## src/rtl/serial_ctrl_pkg.sv

```systemverilog
// shared constants for the serial controller host port and baud generator
// assumes one 100 MHz system clock; the baud reference arrives as a pin
// How it works
// - small package: one low interrupt when any of status bits 0..2 is one
// - small package: change bit set only by carrier-detect; dset-ready bit ignored
// - small package: terminal-ready command bit kept readable but drives nothing
// - rate set a: divide 4.9152 MHz reference by 6144 down to 16
// - rate set b: divisors 6752 down to 8 on the 4.9152 MHz reference
// - rate set c: divide 5.0688 MHz reference by 6336 down to 16
// - async mode gives 16x clock; sync mode 1x and only the transmitter
// - high master reset clears mode, command, status; idle until reprogrammed
// - access done while chip enable low; data lines released while high
// - eight bit data bus, bit 0 least significant, two select inputs
// - transmit-ready output is inverse of status bit 0
// - receive-ready output is inverse of status bit 1, cleared by read
// - empty/change output low on tx empty or modem input change
// - status read clears change unless tx empty; then a load clears it
// - three host-written characters: first sync, second sync, link escape
// - two mode registers, command and status steer other sections
// - modem change flags only when command bit 2 or 0 is set
package serial_ctrl_pkg;
    localparam logic [1:0] SEL_DATA     = 2'h0;
    localparam logic [1:0] SEL_SYNC_DLE = 2'h1;
    localparam logic [1:0] SEL_MODE     = 2'h2;
    localparam logic [1:0] SEL_CMD      = 2'h3;
    localparam int         BIT_TX_RDY   = 0;
    localparam int         BIT_RX_RDY   = 1;
    localparam int         BIT_EMPTY    = 2;
    localparam int         BIT_DCD      = 6;
    localparam int         BIT_DSR      = 7;
    localparam int         CMD_TXEN     = 0;
    localparam int         CMD_TERM     = 1;
    localparam int         CMD_RXEN     = 2;
    localparam int         MODE_SYNC_LO = 0;
    localparam int         MODE_SYNC_HI = 1;
    localparam logic [7:0] ZERO8        = 8'h00;
    localparam logic [1:0] SET_A        = 2'h0;
    localparam logic [1:0] SET_B        = 2'h1;
    localparam logic [1:0] SET_C        = 2'h2;
    localparam int         DIV_W        = 13;
    typedef logic [DIV_W-1:0] div_t;
    typedef enum logic [1:0] {SEQ_M1 = 2'h0, SEQ_M2 = 2'h1, SEQ_S1 = 2'h3, SEQ_S2 = 2'h2} seq_t;
    // divisor tables, one per rate set, indexed by rate code
    function automatic div_t divisor(input logic [1:0] set, input logic [3:0] code);
        div_t a [16];
        div_t b [16];
        div_t c [16];
        a = '{13'h1800, 13'h1000, 13'h0ae9, 13'h08ec, 13'h0800, 13'h0600, 13'h0400, 13'h0200,
              13'h0124, 13'h0100, 13'h00ab, 13'h009a, 13'h0080, 13'h0040, 13'h0020, 13'h0010};
        b = '{13'h1a60, 13'h1800, 13'h1000, 13'h0ae9, 13'h08ec, 13'h0800, 13'h0400, 13'h0200,
              13'h0100, 13'h00ab, 13'h009a, 13'h0080, 13'h0040, 13'h0020, 13'h0010, 13'h0008};
        c = '{13'h18c0, 13'h1080, 13'h0b40, 13'h0933, 13'h0840, 13'h0420, 13'h0210, 13'h0108,
              13'h00b0, 13'h009e, 13'h0084, 13'h0058, 13'h0042, 13'h002c, 13'h0021, 13'h0010};
        case (set)
            SET_B:   return b[code];
            SET_C:   return c[code];
            default: return a[code];
        endcase
    endfunction : divisor
endpackage : serial_ctrl_pkg

```

## src/rtl/serial_ctrl_host_port.sv

```systemverilog
// host port, status outputs and baud generator of the serial controller
// assumes host pins and reference clock are asynchronous; tx/rx engines sit outside
`timescale 1ns/10ps
module serial_ctrl_host_port
    import serial_ctrl_pkg::*;
#(
    parameter logic [1:0] RATE_SET  = SET_A,
    parameter bit         SMALL_PKG = 1'b0
)(
    input  wire logic       clock,
    input  wire logic       rst_n,
    input  wire logic       master_reset,
    input  wire logic [1:0] reg_select,
    input  wire logic       rd_wr_n_sel,
    input  wire logic       chip_en_n,
    input  wire logic [7:0] host_data_in,
    output logic      [7:0] host_data_out,
    output logic            host_data_oe,
    input  wire logic       baud_ref_clk,
    input  wire logic       dset_ready_n,
    input  wire logic       carrier_n,
    input  wire logic       tx_load_ready,
    input  wire logic       tx_empty,
    input  wire logic       rx_valid,
    input  wire logic [7:0] rx_data,
    output logic            rx_ready,
    output logic            tx_valid,
    output logic      [7:0] tx_data,
    input  wire logic       tx_take,
    output logic      [7:0] mode1_q,
    output logic      [7:0] mode2_q,
    output logic      [7:0] cmd_q,
    output logic      [7:0] sync_char_first,
    output logic      [7:0] sync_char_second,
    output logic      [7:0] link_escape_char,
    output logic            tx_baud_tick,
    output logic            rx_baud_tick,
    output logic            tx_hold_ready_n,
    output logic            rx_hold_ready_n,
    output logic            tx_empty_or_dset_change_n,
    output logic            irq_n_combined,
    output logic            term_ready_n
);
    // ==========================================================
    // reset and pin synchronisers
    logic        rst_any_n;
    logic [14:0] s1_q;
    logic [14:0] s2_q;
    logic        ce_d1_q;
    logic        ref_d1_q;
    logic        dsr_d1_q;
    logic        dcd_d1_q;
    assign rst_any_n = rst_n & ~master_reset;
    always_ff @(posedge clock or negedge rst_any_n)
        if (!rst_any_n)
        begin
            s1_q <= '0;
            s2_q <= '0;
        end
        else
        begin
            s1_q <= {~chip_en_n, rd_wr_n_sel, baud_ref_clk, dset_ready_n, carrier_n, reg_select, host_data_in};
            s2_q <= s1_q;
        end
    // select and data ride the same two flops as the enable, so all agree at the access pulse
    wire       ce_s  = s2_q[14];
    wire       wr_s  = s2_q[13];
    wire       ref_s = s2_q[12];
    wire       dsr_s = s2_q[11];
    wire       dcd_s = s2_q[10];
    wire [1:0] sel_s = s2_q[9:8];
    wire [7:0] din_s = s2_q[7:0];
    always_ff @(posedge clock or negedge rst_any_n)
        if (!rst_any_n)
        begin
            ce_d1_q  <= 1'b0;
            ref_d1_q <= 1'b0;
            dsr_d1_q <= 1'b0;
            dcd_d1_q <= 1'b0;
        end
        else
        begin
            ce_d1_q  <= ce_s;
            ref_d1_q <= ref_s;
            dsr_d1_q <= dsr_s;
            dcd_d1_q <= dcd_s;
        end
    wire access = ce_s & ~ce_d1_q;
    wire do_wr  = access & wr_s;
    wire do_rd  = access & ~wr_s;
    // ==========================================================
    // control registers
    seq_t seq_q;
    logic sel_dle_q;
    wire  sync_mode = mode1_q[MODE_SYNC_HI:MODE_SYNC_LO] == 2'h0;
    always_ff @(posedge clock or negedge rst_any_n)
        if (!rst_any_n)
        begin
            mode1_q          <= ZERO8;
            mode2_q          <= ZERO8;
            cmd_q            <= ZERO8;
            seq_q            <= SEQ_M1;
            sel_dle_q        <= 1'b0;
            sync_char_first  <= ZERO8;
            sync_char_second <= ZERO8;
            link_escape_char <= ZERO8;
        end
        else if (do_wr)
        begin
            case (sel_s)
                SEL_MODE:
                    case (seq_q)
                        SEQ_M1:
                        begin
                            mode1_q <= din_s;
                            seq_q   <= SEQ_M2;
                        end
                        default:
                        begin
                            mode2_q <= din_s;
                            seq_q   <= SEQ_M1;
                        end
                    endcase
                SEL_SYNC_DLE:
                    case (seq_q)
                        SEQ_S1:
                        begin
                            sync_char_second <= din_s;
                            seq_q            <= SEQ_S2;
                        end
                        SEQ_S2:
                        begin
                            link_escape_char <= din_s;
                            seq_q            <= SEQ_M1;
                        end
                        default:
                        begin
                            sync_char_first <= din_s;
                            seq_q           <= SEQ_S1;
                        end
                    endcase
                SEL_CMD:
                begin
                    cmd_q <= din_s;
                    seq_q <= SEQ_M1;
                end
                default: ;
            endcase
        end
        else if (do_rd && sel_s == SEL_CMD)
            seq_q <= SEQ_M1;
    assign term_ready_n = SMALL_PKG ? 1'b1 : ~cmd_q[CMD_TERM];
    // ==========================================================
    // two-entry buffers for the data paths
    logic [7:0] txb_q [2];
    logic [1:0] txn_q;
    logic [7:0] rxb_q [2];
    logic [1:0] rxn_q;
    wire tx_push = do_wr && sel_s == SEL_DATA && txn_q != 2'h2;
    wire rx_pop  = do_rd && sel_s == SEL_DATA && rxn_q != 2'h0;
    wire tx_pop  = tx_take && txn_q != 2'h0;
    assign tx_valid = txn_q != 2'h0;
    assign tx_data  = txb_q[0];
    assign rx_ready = rxn_q != 2'h2 && cmd_q[CMD_RXEN];
    wire rx_push = rx_valid && rx_ready;
    always_ff @(posedge clock or negedge rst_any_n)
        if (!rst_any_n)
        begin
            txb_q <= '{ZERO8, ZERO8};
            txn_q <= 2'h0;
            rxb_q <= '{ZERO8, ZERO8};
            rxn_q <= 2'h0;
        end
        else
        begin
            if (tx_pop)
                txb_q[0] <= txb_q[1];
            if (tx_push)
                txb_q[(txn_q - (tx_pop ? 2'h1 : 2'h0)) == 2'h0 ? 0 : 1] <= din_s;
            txn_q <= txn_q + (tx_push ? 2'h1 : 2'h0) - (tx_pop ? 2'h1 : 2'h0);
            if (!cmd_q[CMD_RXEN])
                rxn_q <= 2'h0;
            else
            begin
                if (rx_pop)
                    rxb_q[0] <= rxb_q[1];
                if (rx_push)
                    rxb_q[(rxn_q - (rx_pop ? 2'h1 : 2'h0)) == 2'h0 ? 0 : 1] <= rx_data;
                rxn_q <= rxn_q + (rx_push ? 2'h1 : 2'h0) - (rx_pop ? 2'h1 : 2'h0);
            end
        end
    // ==========================================================
    // status register
    logic change_q;
    logic empty_seen_q;
    logic [7:0] status;
    wire dsr_edge  = ~SMALL_PKG && (dsr_s ^ dsr_d1_q);
    wire dcd_edge  = dcd_s ^ dcd_d1_q;
    wire mdm_event = (dsr_edge | dcd_edge) & (cmd_q[CMD_RXEN] | cmd_q[CMD_TXEN]);
    wire stat_rd   = do_rd && sel_s == SEL_SYNC_DLE;
    always_ff @(posedge clock or negedge rst_any_n)
        if (!rst_any_n)
        begin
            change_q     <= 1'b0;
            empty_seen_q <= 1'b0;
        end
        else
        begin
            change_q <= mdm_event | (change_q & ~stat_rd);
            if (tx_push)
                empty_seen_q <= 1'b0;
            else if (tx_empty && txn_q == 2'h0 && cmd_q[CMD_TXEN])
                empty_seen_q <= 1'b1;
        end
    wire stat_tx_ready_bit     = cmd_q[CMD_TXEN] & tx_load_ready & (txn_q != 2'h2);
    wire stat_rx_ready_bit     = rxn_q != 2'h0;
    wire stat_empty_change_bit = change_q | empty_seen_q;
    wire stat_dset_ready_bit   = SMALL_PKG ? 1'b0 : ~dsr_s;
    assign status = {stat_dset_ready_bit, ~dcd_s, 3'h0, stat_empty_change_bit, stat_rx_ready_bit,
                     stat_tx_ready_bit};
    // ==========================================================
    // read data and pin outputs
    logic [7:0] rd_mux;
    always_comb
    begin
        case (sel_s)
            SEL_DATA:     rd_mux = rxb_q[0];
            SEL_SYNC_DLE: rd_mux = status;
            SEL_MODE:     rd_mux = seq_q == SEQ_M1 ? mode1_q : mode2_q;
            default:      rd_mux = cmd_q;
        endcase
    end
    always_ff @(posedge clock or negedge rst_any_n)
        if (!rst_any_n)
        begin
            host_data_out <= ZERO8;
            host_data_oe  <= 1'b0;
        end
        else
        begin
            if (do_rd)
                host_data_out <= rd_mux;
            host_data_oe <= ce_s & ~wr_s;
        end
    // open-drain pins: low means the pin is pulled down
    wire any_irq = stat_tx_ready_bit | stat_rx_ready_bit | stat_empty_change_bit;
    assign tx_hold_ready_n           = SMALL_PKG | ~stat_tx_ready_bit;
    assign rx_hold_ready_n           = SMALL_PKG | ~stat_rx_ready_bit;
    assign tx_empty_or_dset_change_n = SMALL_PKG | ~stat_empty_change_bit;
    assign irq_n_combined            = ~(SMALL_PKG & any_irq);
    // ==========================================================
    // baud generator on the reference clock edges
    div_t cnt_q;
    logic [3:0] sub_q;
    wire  ref_rise = ref_s & ~ref_d1_q;
    div_t div_val;
    assign div_val = divisor(RATE_SET, mode2_q[3:0]);
    logic tick16_q;
    logic tick1_q;
    always_ff @(posedge clock or negedge rst_any_n)
        if (!rst_any_n)
        begin
            cnt_q    <= '0;
            sub_q    <= 4'h0;
            tick16_q <= 1'b0;
            tick1_q  <= 1'b0;
        end
        else
        begin
            tick16_q <= 1'b0;
            tick1_q  <= 1'b0;
            if (ref_rise)
            begin
                if (cnt_q >= div_val - div_t'(1))
                begin
                    cnt_q    <= '0;
                    tick16_q <= 1'b1;
                    sub_q    <= sub_q + 4'h1;
                    tick1_q  <= sub_q == 4'hf;
                end
                else
                    cnt_q <= cnt_q + div_t'(1);
            end
        end
    // sync: 1x from the divided rate and transmitter only
    assign tx_baud_tick = sync_mode ? tick1_q : tick16_q;
    assign rx_baud_tick = sync_mode ? 1'b0 : tick16_q;
    // ==========================================================
    // checks
    a_irq_wired_or:  assert property (@(posedge clock) disable iff (!rst_any_n)
        SMALL_PKG |-> (irq_n_combined == ~|status[BIT_EMPTY:BIT_TX_RDY])) else $error("irq mismatch");
    a_rdy_inverse:   assert property (@(posedge clock) disable iff (!rst_any_n)
        !SMALL_PKG |-> tx_hold_ready_n == ~status[BIT_TX_RDY]) else $error("tx ready mismatch");
    a_rx_inverse:    assert property (@(posedge clock) disable iff (!rst_any_n)
        !SMALL_PKG |-> rx_hold_ready_n == ~status[BIT_RX_RDY]) else $error("rx ready mismatch");
    a_rx_disable:    assert property (@(posedge clock) disable iff (!rst_any_n)
        !cmd_q[CMD_RXEN] |=> !stat_rx_ready_bit) else $error("rx ready while disabled");
    a_change_gate:   assert property (@(posedge clock) disable iff (!rst_any_n)
        (!change_q && !(cmd_q[CMD_RXEN] | cmd_q[CMD_TXEN])) |=> !change_q) else $error("ungated change");
    a_stat_rd_clr:   assert property (@(posedge clock) disable iff (!rst_any_n)
        (stat_rd && !mdm_event) |=> !change_q) else $error("change not cleared");
    a_load_clr:      assert property (@(posedge clock) disable iff (!rst_any_n)
        tx_push |=> !empty_seen_q) else $error("empty not cleared on load");
    a_term_small:    assert property (@(posedge clock) disable iff (!rst_any_n)
        SMALL_PKG |-> term_ready_n) else $error("terminal ready driven");
    a_oe_ce:         assert property (@(posedge clock) disable iff (!rst_any_n)
        !ce_s |=> !host_data_oe) else $error("bus driven without enable");
    a_rx_tick_sync:  assert property (@(posedge clock) disable iff (!rst_any_n)
        sync_mode |-> !rx_baud_tick) else $error("rx tick in sync mode");
    a_empty_set:     assert property (@(posedge clock) disable iff (!rst_any_n)
        (tx_empty && txn_q == 2'h0 && cmd_q[CMD_TXEN] && !tx_push) |=> empty_seen_q) else $error("no empty flag");
    a_change_set:    assert property (@(posedge clock) disable iff (!rst_any_n)
        mdm_event |=> change_q) else $error("change lost");
    a_rx_pop_clr:    assert property (@(posedge clock) disable iff (!rst_any_n)
        (rx_pop && rxn_q == 2'h1 && !rx_push) |=> !stat_rx_ready_bit) else $error("rx ready after last read");
    a_small_dsr:     assert property (@(posedge clock) disable iff (!rst_any_n)
        SMALL_PKG |-> !status[BIT_DSR]) else $error("dset ready shown");
    c_tx_load:   cover property (@(posedge clock) disable iff (!rst_any_n) tx_push ##[1:20] tx_pop);
    c_rx_read:   cover property (@(posedge clock) disable iff (!rst_any_n) rx_push ##[1:50] rx_pop);
    c_baud_tick: cover property (@(posedge clock) disable iff (!rst_any_n) tick16_q);
    c_change:    cover property (@(posedge clock) disable iff (!rst_any_n) mdm_event ##[1:50] stat_rd);
    c_sync_tick: cover property (@(posedge clock) disable iff (!rst_any_n) sync_mode && tx_baud_tick);
endmodule : serial_ctrl_host_port

```

## config.mk

```make
export PLATFORM = sky130hd
export DESIGN_NAME = serial_ctrl_host_port
export DESIGN_NICKNAME = d
export VERILOG_FILES = /design/src/rtl/serial_ctrl_pkg.sv /design/src/rtl/serial_ctrl_host_port.sv
export SDC_FILE = /design/constraint.sdc
export NUM_CORES = 1
export LEC_CHECK = 0
export BUFFER_PORTS_ARGS = -buffer_cell sky130_fd_sc_hd__buf_2
export CORE_ASPECT_RATIO = 1.25
export CORE_UTILIZATION = 45
export CTS_BUF_LIST = sky130_fd_sc_hd__clkbuf_8
export CTS_CLUSTER_DIAMETER = 150
export DETAILED_ROUTE_END_ITERATION = 7
export PLACE_DENSITY = 0.65
export SETUP_SLACK_MARGIN = 0.4
export SYNTH_ARGS = -nofsm -noshare
export SYNTH_HDL_FRONTEND = slang
export SYNTH_SLANG_ARGS = --single-unit
```

## constraint.sdc

```tcl
create_clock -name clock -period 14.45 [get_ports clock]
set_input_delay 2.89 -clock clock [delete_from_list [all_inputs] [get_ports clock]]
set_output_delay 2.89 -clock clock [all_outputs]
set_load 0.02 [all_outputs]
```

After elaboration in Yosys (flattened, before gate mapping). Memory sizes are Yosys's and may differ from the RTL's. Index checks and enable logic that the tools add are counted.

Add/subtract/negate cells: 9. Order comparisons: 6. Eq/ne operators: 9. Mux-type cells: 36. Bitwise gates (word level): 33. Reduce and logical (&&, ||, !) cells: 33.

Operator list (count): >= comparator 32 x 2 -> 1 bit, second input constant (2); < comparator 32 x 1 -> 1 bit, second input constant (2); inverter 1 -> 32 bit (2); 2-to-1 mux 8 bit (6); 2-to-1 mux 13 bit (3); bitwise mux 16 bit (2); 2-to-1 mux 16 bit (2); case mux 8 bit (3 select lines) (1); demux 8 bit (select 1 bit) (2); 2-to-1 mux 1 bit (15); AND reduction 3 bit (5); inverter 1 bit (14); adder 13 x 1 -> 13 bit, second input constant (1); >= comparator 13 bit (1); logical AND 1 bit (13); subtractor 13 x 1 -> 13 bit, second input constant (1); logical NOT 2 bit (6); bitwise AND 1 bit (10); == test 2 bit, second input constant (4); AND reduction 2 bit (4); nonzero test 2 bit (4); 2-to-1 mux 2 bit (3); case mux 2 bit (3 select lines) (1); >= comparator 5 bit, second input constant (1); 13 further kinds (21).

Flip-flop bits (word level): 150. ROM bits: 208. Memories: 1.

Memory list: (name not given) (depth 16, width 13, read ports 1, clocked after Yosys merged registers in 0, wr ports 0, line serial_ctrl_pkg.sv:57) `default: return a[code];`.

Longest topological paths before layout. Gate-level depths: netlist (run 1).

Depth in word-level cells: 16. Mapped depth: 16.

Least setup slack after synthesis (run 1). Ideal clock, no wire load.

Path type: input -> output. From: in tx_load_ready. To: out tx_hold_ready_n. Data arrival time: 3.081 ns. Required time: 11.560 ns. Slack: 8.479 ns. Stages: 1. Cells stage by stage: nand3_1.

Word-level cells in the longest chain between the ends: 3.

Ends and longest elaborated chain: from (decl) (line serial_ctrl_host_port.sv:22) `input wire logic tx_load_ready,`; bitwise AND 1 bit (2 in a row) (line serial_ctrl_host_port.sv:215) `wire stat_tx_ready_bit = cmd_q[CMD_TXEN] & tx_load_ready & (txn_q != 2'h2);`; inverter 1 bit (line serial_ctrl_host_port.sv:247) `assign tx_hold_ready_n = SMALL_PKG | ~stat_tx_ready_bit;`; to (decl) (line serial_ctrl_host_port.sv:38) `output logic tx_hold_ready_n,`.

Every way passes these cells.

Worst setup path after layout (run 1). Same ends and word-level chain as after synthesis.

==> results of run 1 <==
[final cells by class]
type / count / area share
sequential: 150 / 0.477
timing repair buffer: 105 / 0.0677
inverter: 17 / 0.00811
tap: 182 / 0.0289
clock buffer: 18 / 0.0315
clock inverter: 13 / 0.0169
multi-input combinational: 392 / 0.370
[worst min-delay path by stage]
stage | from | endpoint
floorplan | s1_q[0] | s2_q[0]
detailed placement | s1_q[0] | s2_q[0]
global placement | s1_q[12] | s2_q[12]
global route | s1_q[11] | s2_q[11]
finish | s1_q[14] | s2_q[14]
CTS | s1_q[0] | s2_q[0]
[cells by family after synthesis]
logic type,Yosys count
compound gates,114
xor+xnor,23
fa+ha+maj,25
buf+inv,51
flops,150
mux,79
other cells,1
simple gates,150
[metrics by stage]
step            util  std cells  cell area (µm²)  worst slack (ns)
2_1_floorplan      -        593             6900              2.07
3_3_place_gp   0.501        846             7490              8.33
3_5_place_dp   0.501        846             7490              8.32
4_1_cts        0.526        877             7870              8.32
5_1_grt        0.526        877             7870              8.30
6_report       0.526        877             7870              8.31
[cells in the mapped netlist (11+ instances only)]
library cell	n	area share
sky130_fd_sc_hd__xnor2_1	13	0.017
sky130_fd_sc_hd__mux2i_1	16	0.023
sky130_fd_sc_hd__o21ai_0	40	0.029
sky130_fd_sc_hd__clkbuf_1	15	0.0082
sky130_fd_sc_hd__ha_1	25	0.045
sky130_fd_sc_hd__a21oi_1	23	0.017
sky130_fd_sc_hd__inv_1	17	0.0093
sky130_fd_sc_hd__dfrtp_1	150	0.54
sky130_fd_sc_hd__mux2_2	60	0.098
sky130_fd_sc_hd__nand3_1	11	0.0080
sky130_fd_sc_hd__nor2_1	31	0.017
sky130_fd_sc_hd__nand2_1	55	0.030
[power by group]
group	switching [W]	internal (W)
registers	0.0000879	0.000511
logic	0.000236	0.000184
clock network	0.000157	0.000157
[per-layer routing]
layer / global-route usage / vias up / wire (µm)
met2: 0.335 / 140 / 7560
met4: 0.0835 / 0 / 367
met5: 0 / - / 0
li1: - / 2263 / -
met3: 0.0649 / 28 / 832
met1: 0.255 / 2360 / 6460
==> results.rst, run 1 <==
.. list-table::
   :header-rows: 1

   * - Metric
     - Value
   * - Count of standard-cell rows
     - 50
   * - Critical Path Most Common Cell
     - sky130_fd_sc_hd__buf_2
   * - Actual transition at the worst max-transition pin
     - 1.01 ns
   * - Synthesized netlist net count
     - 648
   * - Yosys warnings
     - 0
   * - Synthesized-area fraction occupied by adder cells
     - 0.0454
   * - TritonCTS buffer count
     - 17
   * - Most common cell after layout, fill and taps aside
     - sky130_fd_sc_hd__dfrtp_1
   * - Fin Clk Skew
     - roughly 0.012 ns
   * - XOR/XNOR Fraction of Synth Area
     - 0.0292
   * - Area taken by flip-flops and latches
     - 3750 µm²
   * - Cell breakdown of the critical path
     - buf_2, nand3_1, buf_2
   * - Clock-pin slew reported for the worst setup and hold paths after clock tree synthesis
     - 0.08 ns
   * - Iteration-0 DRC count of the detailed router
     - about 220
   * - Cell count of the worst reg-to-reg path
     - 13
   * - Gpl congestion
     - 0.826
   * - Die width
     - around 110 µm
   * - Clock period minus final worst setup slack
     - 6.14 ns
   * - Global-route wire length before repair
     - 25100 µm
   * - Reg2reg start
     - mode2_q[1]
   * - Top-level port count
     - 104
   * - Cell count of the worst hold path
     - 0
   * - Seq/Total Area, Yosys
     - 0.544
   * - Power density of the placed cells
     - 169 nW/µm²
   * - Delay-heaviest family, CP
     - buffers and inverters
   * - Number of H-tree levels
     - 4
   * - Area growth from synthesis to final layout
     - 14.1%
   * - Overall global routing resource usage
     - 0.206
   * - CTS-repair resized insts
     - 0
   * - CP Launch Type
     - primary input
   * - Worst-skew pair later-pin latency
     - 0.45 ns
   * - Fraction of final layout cells sized beyond drive strength 1
     - 0.306
   * - Count of pins over their slew limit
     - 0
   * - Number of enable flip-flop cells after synthesis
     - 0
   * - Inserted Diodes
     - 0
   * - Worst Path Class, Setup
     - primary input to output port
   * - Number of antenna violations at the first check in global routing
     - 0
   * - Setup repair bufs after CTS
     - 0
   * - Clock tree from TritonCTS
     - built
   * - Clock root buffer
     - sky130_fd_sc_hd__clkbuf_8
   * - Post-Route WL
     - ~15000 µm
   * - Total number of vias
     - 4791
   * - Footprint of the multi-input gates
     - 2910 µm²
   * - Standard cell with the maximum stage delay on the critical path
     - sky130_fd_sc_hd__buf_2
   * - Largest net degree at the start of global routing
     - 83
   * - Delay contributed by the slowest stage of the critical path
     - 0.17 ns
   * - Post-layout total power
     - 0.00133 W
   * - Filler cells
     - 1338
   * - Count of antenna-violating nets left after detailed routing
     - 0
   * - Top fanout value on the critical path
     - 2
   * - Number of hold violations in the final report
     - 0
   * - Fmax
     - roughly 160 MHz
   * - Post-Synth Simple-Gate Area
     - 0.111
   * - Setup-violating endpoint count in the final report
     - 0
   * - Number of hold buffers added after CTS
     - 0
   * - Most frequent cells in the layout
     - sky130_fd_sc_hd__dfrtp_1, sky130_fd_sc_hd__buf_2, sky130_fd_sc_hd__mux2_2, sky130_fd_sc_hd__nand2_1, sky130_fd_sc_hd__o21ai_0
   * - Avg Inst Size Synth
     - 11.6 µm²
   * - Fin crit share
     - 0.425
   * - DRC viols
     - 0
   * - Number of detailed-routing iterations run before antenna repair
     - 5
   * - Number of vias per cell
     - 5.46
   * - Async set or reset register ratio after synthesis
     - 1.00
   * - Fraction of the mapped netlist area in compound gates
     - 0.106
   * - Maximum vdd ir drop
     - ~0.075 mV
   * - Wire per inst
     - 17.4 µm
   * - Number of storage elements in the synthesis netlist
     - 150
   * - Crit Reg-Reg Endpoint
     - sub_q[1]
   * - Placeable core region
     - approximately 15000 µm²
   * - Mapped cell area
     - just under 7000 µm²
   * - RSZ-0062 raised after global routing
     - no
   * - Layout net count
     - 738
   * - Worst min-delay path category
     - flop to flop
   * - Starting Density
     - 0.461
   * - Main synth FF type
     - sky130_fd_sc_hd__dfrtp_1
   * - Dominant combinational cell family by area after synthesis
     - multiplexers
   * - Critical path capture point
     - tx_hold_ready_n
   * - Critical path arrival
     - ~3.3 ns
   * - Reg2reg setup slack
     - 10.22 ns
   * - Post-route worst hold slack
     - 0.350 ns
   * - Mux contribution to synthesized area
     - 0.129
   * - Maximum Capacitance Violations
     - 0
   * - Number of input and output port buffers inserted
     - between 100 and 150
   * - Number of sinks on the clock net
     - 150
   * - Number of buffer and inverter stages on the critical path
     - 2
   * - Worst path required time
     - 11.56 ns
   * - Area of the die
     - roughly 16000 µm²
   * - Number of distinct library cell variants in the gate-level netlist after synthesis
     - 61
   * - Vias in the first global route
     - roughly 4900
   * - Worst Setup SP
     - tx_load_ready
   * - Type of element capturing the critical path
     - output port
   * - Die H
     - 140 µm
   * - Leakage power of the design
     - between 3 and 4 nW
   * - Buffers from clock root to sink, at most
     - 2
   * - Sum of net half-perimeters after detailed placement
     - 10800 µm
   * - Remaining Overflow, GRT
     - 0
   * - Instance count of the mapped netlist
     - between 500 and 600
   * - Number of stages on the worst setup path
     - 3
   * - Normalized max-slew margin
     - 0.325
   * - Final TNS setup
     - 0 ns
   * - Run status
     - completed
No activity file was read; power rests on OpenSTA's default activity.
==> inputs of run 2 (changes only) <==
- clock period: 14.45 -> 6.3 ns (I/O delays scaled with it)
==> run 2 against run 1 <==
  * Die area did not move
  * Critical endpoint is now sub_q[1]
  * Sequential share of layout area rose by 0.068 points
  * Clock-buffer cell count fell by 1
  * Sequential power rose by 130%
  * Largest cell class unchanged
==> results.rst, run 2 (synthesis results as in run 1) <==
.. list-table::
   :header-rows: 1

   * - Metric
     - Value
   * - Run status
     - completed
   * - Met2 Routed Length
     - 7490 µm (-1.0%)
   * - Clock root buffer
     - sky130_fd_sc_hd__clkbuf_8
   * - Standard cell with the maximum stage delay on the critical path
     - sky130_fd_sc_hd__dfrtp_1
   * - Number of hold violations in the final report
     - 0 (unchanged)
   * - Fraction of power spent switching nets
     - 0.370 (+0.00913)
   * - DRC viols
     - 0 (unchanged)
   * - Worst Path Class, Setup
     - flop to flop
   * - Fmax
     - 242 MHz
   * - CP Launch Type
     - flop
   * - Area growth from synthesis to final layout
     - 14.0%
   * - Final non-filler cell total
     - 877 (unchanged)
   * - Top layer reached by signal wires
     - met4
   * - Layout net count
     - 737 (-0.14%)
   * - Clock-pin slew reported for the worst setup and hold paths after clock tree synthesis
     - 0.08 ns (about the same)
   * - Placeable core region
     - 15000 µm² (unchanged)
   * - Die width
     - 113 µm (unchanged)
   * - Final design area excluding fillers
     - 7860 µm² (-0.14%)
   * - Wire length on met3
     - 748 µm (-10%)
   * - CTS-repair resized insts
     - 0 (unchanged)
   * - Number of sinks on the clock net
     - 150 (unchanged)
   * - Overall global routing resource usage
     - 0.202 (-0.00393)
   * - Maximum Capacitance Violations
     - 0 (unchanged)
   * - Leakage power of the design
     - 3.91 nW (-0.32%)
   * - Area of the die
     - 15800 µm² (unchanged)
   * - Count of standard-cell rows
     - 50 (unchanged)
   * - Remaining Overflow, GRT
     - 0 (unchanged)
   * - Fin crit share
     - 0.655
   * - Seq pwr share
     - 0.453 (+0.003)
   * - Number of vias per cell
     - 5.45 (-0.21%)
   * - Setup repair bufs after CTS
     - 0 (unchanged)
   * - Maximum vdd ir drop
     - 0.151 mV (+100%)
   * - Number of detailed-routing iterations run before antenna repair
     - 4 (-1)
   * - Type of element capturing the critical path
     - flop
   * - Met1 Routed Length
     - 6370 µm (-1.5%)
   * - Vias in the first global route
     - 4772 (-2.4%)
   * - Share of total power in combinational logic
     - 0.320 (+0.005)
   * - Total instance count after detailed placement
     - 845 (-0.12%)
   * - Fin Clk Skew
     - 0.0130 ns (+0.000860 ns)
   * - Delay contributed by the slowest stage of the critical path
     - 0.57 ns (+0.40 ns)
   * - Count of antenna-violating nets left after detailed routing
     - 0 (unchanged)
   * - Total number of vias
     - 4781 (-0.21%)
   * - Clock period minus final worst setup slack
     - 4.13 ns
   * - RSZ-0062 raised after global routing
     - no
   * - Most common cell after layout, fill and taps aside
     - sky130_fd_sc_hd__dfrtp_1
   * - Worst min-delay path category
     - flop to flop
   * - Gpl congestion
     - 0.900 (+9.0%)
   * - Starting Density
     - 0.461 (unchanged)
   * - Clock tree from TritonCTS
     - built
   * - Buffers from clock root to sink, at most
     - 2 (unchanged)
   * - Number of antenna violations at the first check in global routing
     - 0 (unchanged)
   * - Die H
     - 140 µm (unchanged)
   * - Cell breakdown of the critical path
     - inv_1, ha_1, a211oi_1, o2bb2ai_1, a211o_1, nor3_1, xnor2_1, ha_1, and4_1, o211a_1, a221oi_2, nor2_2, mux2_1
   * - Number of hold buffers added after CTS
     - 0 (unchanged)
   * - Most frequent cells in the layout
     - sky130_fd_sc_hd__dfrtp_1, sky130_fd_sc_hd__buf_2, sky130_fd_sc_hd__mux2_2, sky130_fd_sc_hd__nand2_1, sky130_fd_sc_hd__o21ai_0
   * - Actual transition at the worst max-transition pin
     - 0.971 ns (-0.0407 ns)
   * - Critical path arrival
     - 4.47 ns (+1.22 ns)
   * - Normalized max-slew margin
     - 0.353 (+0.0271)
   * - Worst-skew pair later-pin latency
     - 0.46 ns (about the same)
   * - Top-level port count
     - 104 (unchanged)
   * - Iteration-0 DRC count of the detailed router
     - 396 (+83%)
   * - Top fanout value on the critical path
     - 13 (+11)
   * - Largest net degree at the start of global routing
     - 151 (+82%)
   * - Inserted Diodes
     - 0 (unchanged)
   * - Internal portion of total power
     - 0.00191 W (+120%)
   * - Sum of net half-perimeters after detailed placement
     - 10700 µm (-0.88%)
   * - Switching power total
     - 0.00112 W (+130%)
   * - Number of input and output port buffers inserted
     - 102 (unchanged)
   * - Wire per inst
     - 17.1 µm (-1.5%)
   * - Clock share of power
     - 0.227 (-0.008)
   * - Global-route wire length before repair
     - 24400 µm (-2.7%)
   * - Fraction of final layout cells sized beyond drive strength 1
     - 0.306 (unchanged)
   * - Final TNS setup
     - 0 ns (unchanged)
   * - Power density of the placed cells
     - 386 nW/µm² (+130%)
   * - Worst path required time
     - 6.64 ns (-4.92 ns)
   * - Count of pins over their slew limit
     - 0 (unchanged)
   * - Setup-violating endpoint count in the final report
     - 0 (unchanged)
   * - Filler cells
     - 1327 (-0.82%)
   * - Critical Path Most Common Cell
     - sky130_fd_sc_hd__ha_1
   * - Post-route worst hold slack
     - 0.351 ns (+0.00131 ns)
   * - TritonCTS buffer count
     - 17 (unchanged)
   * - Post-Route WL
     - 15000 µm (-1.5%)
   * - Number of H-tree levels
     - 4 (unchanged)
   * - Area post-placement
     - 7490 µm² (about the same)
[run 2: cell types whose count changed in the layout (fill, tap and decap cells not counted)]
cell                         before  now
sky130_fd_sc_hd__clkbuf_8        18   17
sky130_fd_sc_hd__clkinvlp_4       2    3
sky130_fd_sc_hd__buf_4            3    1
sky130_fd_sc_hd__inv_8            0    1
sky130_fd_sc_hd__bufinv_16        2    1
sky130_fd_sc_hd__buf_12           0    1
sky130_fd_sc_hd__clkinv_4         1    2
[run 2: routing by layer]
metal  vias up  GRT usage
met5         -          0
met4         0     0.0912
met3        32     0.0519
met2       137      0.338
met1      2355      0.246
li1       2257          -
[run 2: final cells by class]
| cell class | instances | area, µm² | area share |
|---|---|---|---|
| inverters | 17 | 63.8 | 0.00812 |
| clock inverters | 15 | 130 | 0.0166 |
| well taps | 182 | 228 | 0.0290 |
| multi-input cells | 392 | 2910 | 0.370 |
| flip-flops and latches | 150 | 3750 | 0.478 |
| clock buffers | 17 | 234 | 0.0298 |
| repair buffers | 104 | 538 | 0.0685 |
[run 2: final timing paths]
kind / from / endpoint / slack (ns) / cells after the start
min: s1_q[2] / s2_q[2] / 0.35 / 0
max: mode2_q[1] / sub_q[1] / 2.17 / 13
min reg2reg: s1_q[2] / s2_q[2] / 0.35 / 0
max in group asynchronous: master_reset / cnt_q[6] / 4.58 / 3
max reg2reg: mode2_q[1] / sub_q[1] / 2.17 / 13
min in group asynchronous: rst_n / rxb_q[15] / 1.01 / 3
[run 2: power by group through the flow]
stage          sequential (W)  clock [W]  combinational [W]
3_3_place_gp          0.00138          0           0.000937
5_1_grt               0.00140   0.000743            0.00107
6_report              0.00137   0.000688           0.000971
3_5_place_dp          0.00139          0           0.000973
4_1_cts               0.00137   0.000711           0.000977
2_1_floorplan         0.00141          0           0.000676
[run 2: per-stage QoR]
step                power (W)  setup WS (ns)  utilization
finish                0.00303           2.17        0.526
detailed placement    0.00236           2.26        0.501
global route          0.00321           1.78        0.526
global placement      0.00231           2.45        0.501
CTS                   0.00306           2.22        0.526
floorplan             0.00208           2.06            -
[run 2: worst max-delay path, delay by kind of cell, from the launching register on]
kind	cells	cell delay (ns)
simple gates	3	0.71
mux	1	0.37
compound gates	5	1.40
buf+inv	1	0.24
xor+xnor	1	0.15
fa+ha+maj	2	0.58
flops	1	0.57
==> inputs of run 3 (changes only) <==
- clock period: 6.3 -> 4 ns (I/O delays scaled with it)
==> run 3 against run 2 <==
  * Clock skew shrank 0.0030 ns
  * Via count grew 0.82%
  * Worst hold slack lost 0.0027 ns
==> results.rst, run 3 (synthesis results as in run 1) <==
.. list-table::
   :header-rows: 1

   * - Metric
     - Value
   * - Largest net degree at the start of global routing
     - 136 (-9.9%)
   * - Iteration-0 DRC count of the detailed router
     - 317 (-20%)
   * - Delay contributed by the slowest stage of the critical path
     - 0.44 ns (-0.13 ns)
   * - Fmax
     - 286 MHz (+18%)
   * - Number of H-tree levels
     - 4 (unchanged)
   * - Starting Density
     - 0.461 (unchanged)
   * - Count of pins over their slew limit
     - 0 (unchanged)
   * - Top fanout value on the critical path
     - 8 (-5)
   * - Remaining Overflow, GRT
     - 0 (unchanged)
   * - Placeable core region
     - 15000 µm² (unchanged)
   * - Worst min-delay path category
     - flop to flop
   * - Fin Clk Skew
     - 0.0100 ns (-0.00295 ns)
   * - Maximum vdd ir drop
     - 0.273 mV (+81%)
   * - Gpl congestion
     - 0.914 (+1.5%)
   * - Fraction of final layout cells sized beyond drive strength 1
     - 0.330 (+0.0235)
   * - Post-Route WL
     - 15600 µm (+4.1%)
   * - Area of the die
     - 15800 µm² (unchanged)
   * - Actual transition at the worst max-transition pin
     - 0.892 ns (-0.0791 ns)
   * - Count of standard-cell rows
     - 50 (unchanged)
   * - Fin crit share
     - 0.875 (+0.219)
   * - Most common cell after layout, fill and taps aside
     - sky130_fd_sc_hd__dfrtp_1
   * - Standard cell with the maximum stage delay on the critical path
     - sky130_fd_sc_hd__dfrtp_2
   * - TritonCTS buffer count
     - 17 (unchanged)
   * - Total number of vias
     - 4820 (+0.82%)
   * - Normalized max-slew margin
     - 0.405 (+0.0528)
   * - Wire per inst
     - 17.6 µm (+3.1%)
   * - Number of detailed-routing iterations run before antenna repair
     - 4 (unchanged)
   * - Inserted Diodes
     - 0 (unchanged)
   * - Vias in the first global route
     - 4962 (+4.0%)
   * - Run status
     - completed
   * - Die H
     - 140 µm (unchanged)
   * - Sum of net half-perimeters after detailed placement
     - 11000 µm (+2.9%)
   * - Clock tree from TritonCTS
     - built
   * - RSZ-0062 raised after global routing
     - no
   * - Number of sinks on the clock net
     - 150 (unchanged)
   * - DRC viols
     - 0 (unchanged)
   * - Setup-violating endpoint count in the final report
     - 0 (unchanged)
   * - Global-route wire length before repair
     - 25500 µm (+4.5%)
   * - Final TNS setup
     - 0 ns (unchanged)
   * - Clock root buffer
     - sky130_fd_sc_hd__clkbuf_8
   * - Buffers from clock root to sink, at most
     - 2 (unchanged)
   * - Post-route worst hold slack
     - 0.348 ns (-0.00271 ns)
   * - Post-layout total power
     - 0.00493 W (+63%)
   * - Critical path arrival
     - 3.83 ns (-0.64 ns)
   * - Clock period minus final worst setup slack
     - 3.50 ns (-0.630 ns)
   * - Number of hold violations in the final report
     - 0 (unchanged)
   * - Cell breakdown of the critical path
     - inv_1, ha_2, nand2_2, ha_4, nand4b_1, a2111oi_1, a31oi_1, ha_1, and4_1, o211a_1, a221oi_4, buf_4, nor3_1, xor2_1
   * - Overall global routing resource usage
     - 0.211 (+0.00826)
   * - Die width
     - 113 µm (unchanged)
   * - Area growth from synthesis to final layout
     - 16.2%
   * - Top-level port count
     - 104 (unchanged)
   * - Worst Path Class, Setup
     - flop to flop
   * - Type of element capturing the critical path
     - flop
   * - Worst path required time
     - 4.33 ns (-2.31 ns)
   * - Leakage power of the design
     - 3.97 nW (+1.6%)
   * - Number of antenna violations at the first check in global routing
     - 0 (unchanged)
   * - Worst-skew pair later-pin latency
     - 0.45 ns (about the same)
   * - Power density of the placed cells
     - 615 nW/µm² (+60%)
   * - Number of input and output port buffers inserted
     - 102 (unchanged)
   * - Layout net count
     - 745 (+1.1%)
   * - Most frequent cells in the layout
     - sky130_fd_sc_hd__dfrtp_1, sky130_fd_sc_hd__buf_2, sky130_fd_sc_hd__mux2_2, sky130_fd_sc_hd__nand2_1, sky130_fd_sc_hd__o21ai_0
   * - Maximum Capacitance Violations
     - 0 (unchanged)
   * - Number of hold buffers added after CTS
     - 0 (unchanged)
   * - Clock-pin slew reported for the worst setup and hold paths after clock tree synthesis
     - 0.08 ns (about the same)
   * - Number of vias per cell
     - 5.45 (about the same)
   * - Count of antenna-violating nets left after detailed routing
     - 0 (unchanged)
   * - CP Launch Type
     - flop
## run 3: cell count changes in the layout (fill, tap and decap cells not counted), moves of 2 or more
cell | before | now
sky130_fd_sc_hd__buf_4 | 1 | 9
sky130_fd_sc_hd__clkbuf_8 | 17 | 19
sky130_fd_sc_hd__clkinvlp_4 | 3 | 1
sky130_fd_sc_hd__dfrtp_1 | 150 | 148
sky130_fd_sc_hd__dfrtp_2 | 0 | 2
sky130_fd_sc_hd__ha_1 | 25 | 22
sky130_fd_sc_hd__ha_2 | 0 | 2
sky130_fd_sc_hd__inv_1 | 19 | 17
## run 3: path summary, 6_finish.rpt
check | from | endpoint | slack [ns] | depth (start not counted)
min in group asynchronous | rst_n | async pin | 0.42 | 2
max | mode2_q[0] | sub_q[3] | 0.50 | 14
min | s1_q[9] | s2_q[9] | 0.35 | 0
max reg2reg | mode2_q[0] | sub_q[3] | 0.50 | 14
min reg2reg | s1_q[9] | s2_q[9] | 0.35 | 0
max in group asynchronous | master_reset | mode2_q[0] | 2.45 | 3
## run 3: routing by layer
metal / up-vias / track usage / part of all wire
met5: - / 0 / 0
met4: 0 / 0.0821 / 0.016
met3: 23 / 0.0485 / 0.048
met2: 126 / 0.365 / 0.52
met1: 2405 / 0.254 / 0.41
li1: 2266 / - / -
## run 3: critical path: cells and delay by family (launching register included)
family / cells / cell delay [ns]
simple gates: 4 / 0.62
fa+ha+maj: 3 / 0.79
buf+inv: 2 / 0.37
compound gates: 4 / 0.98
xor+xnor: 1 / 0.17
flops: 1 / 0.44
## run 3: cell type report
cell class                      count  area (µm²)
Multi-Input combinational cell    392        2960
Inverter                           17        63.8
Tap cell                          182         228
Clock buffer                       19         262
Sequential cell                   150        3760
Clock inverter                     13         145
Fill cell                        1321        6940
Timing Repair Buffer              112         598
## run 3: through the flow
stage / utilization / instance area (µm²) / setup slack (ns) / cells
6_report: 0.536 / 8020 / 0.502 / 885
5_1_grt: 0.536 / 8020 / 0.361 / 885
4_1_cts: 0.534 / 7990 / 0.435 / 885
3_5_place_dp: 0.503 / 7520 / 0.0213 / 847
3_3_place_gp: 0.503 / 7520 / 0.236 / 847
2_1_floorplan: - / 6920 / 0.224 / 593
## run 3: what timing repair did
item                       CTS  global route
pin swaps                    2             0
resized for setup            5             8
buffers inserted             6             0
setup endpoints to repair   17            11
## run 3: where the power goes
group | internal, W | switching, W
combinational | 0.000700 | 0.000910
sequential | 0.00185 | 0.000292
clock | 0.000596 | 0.000586
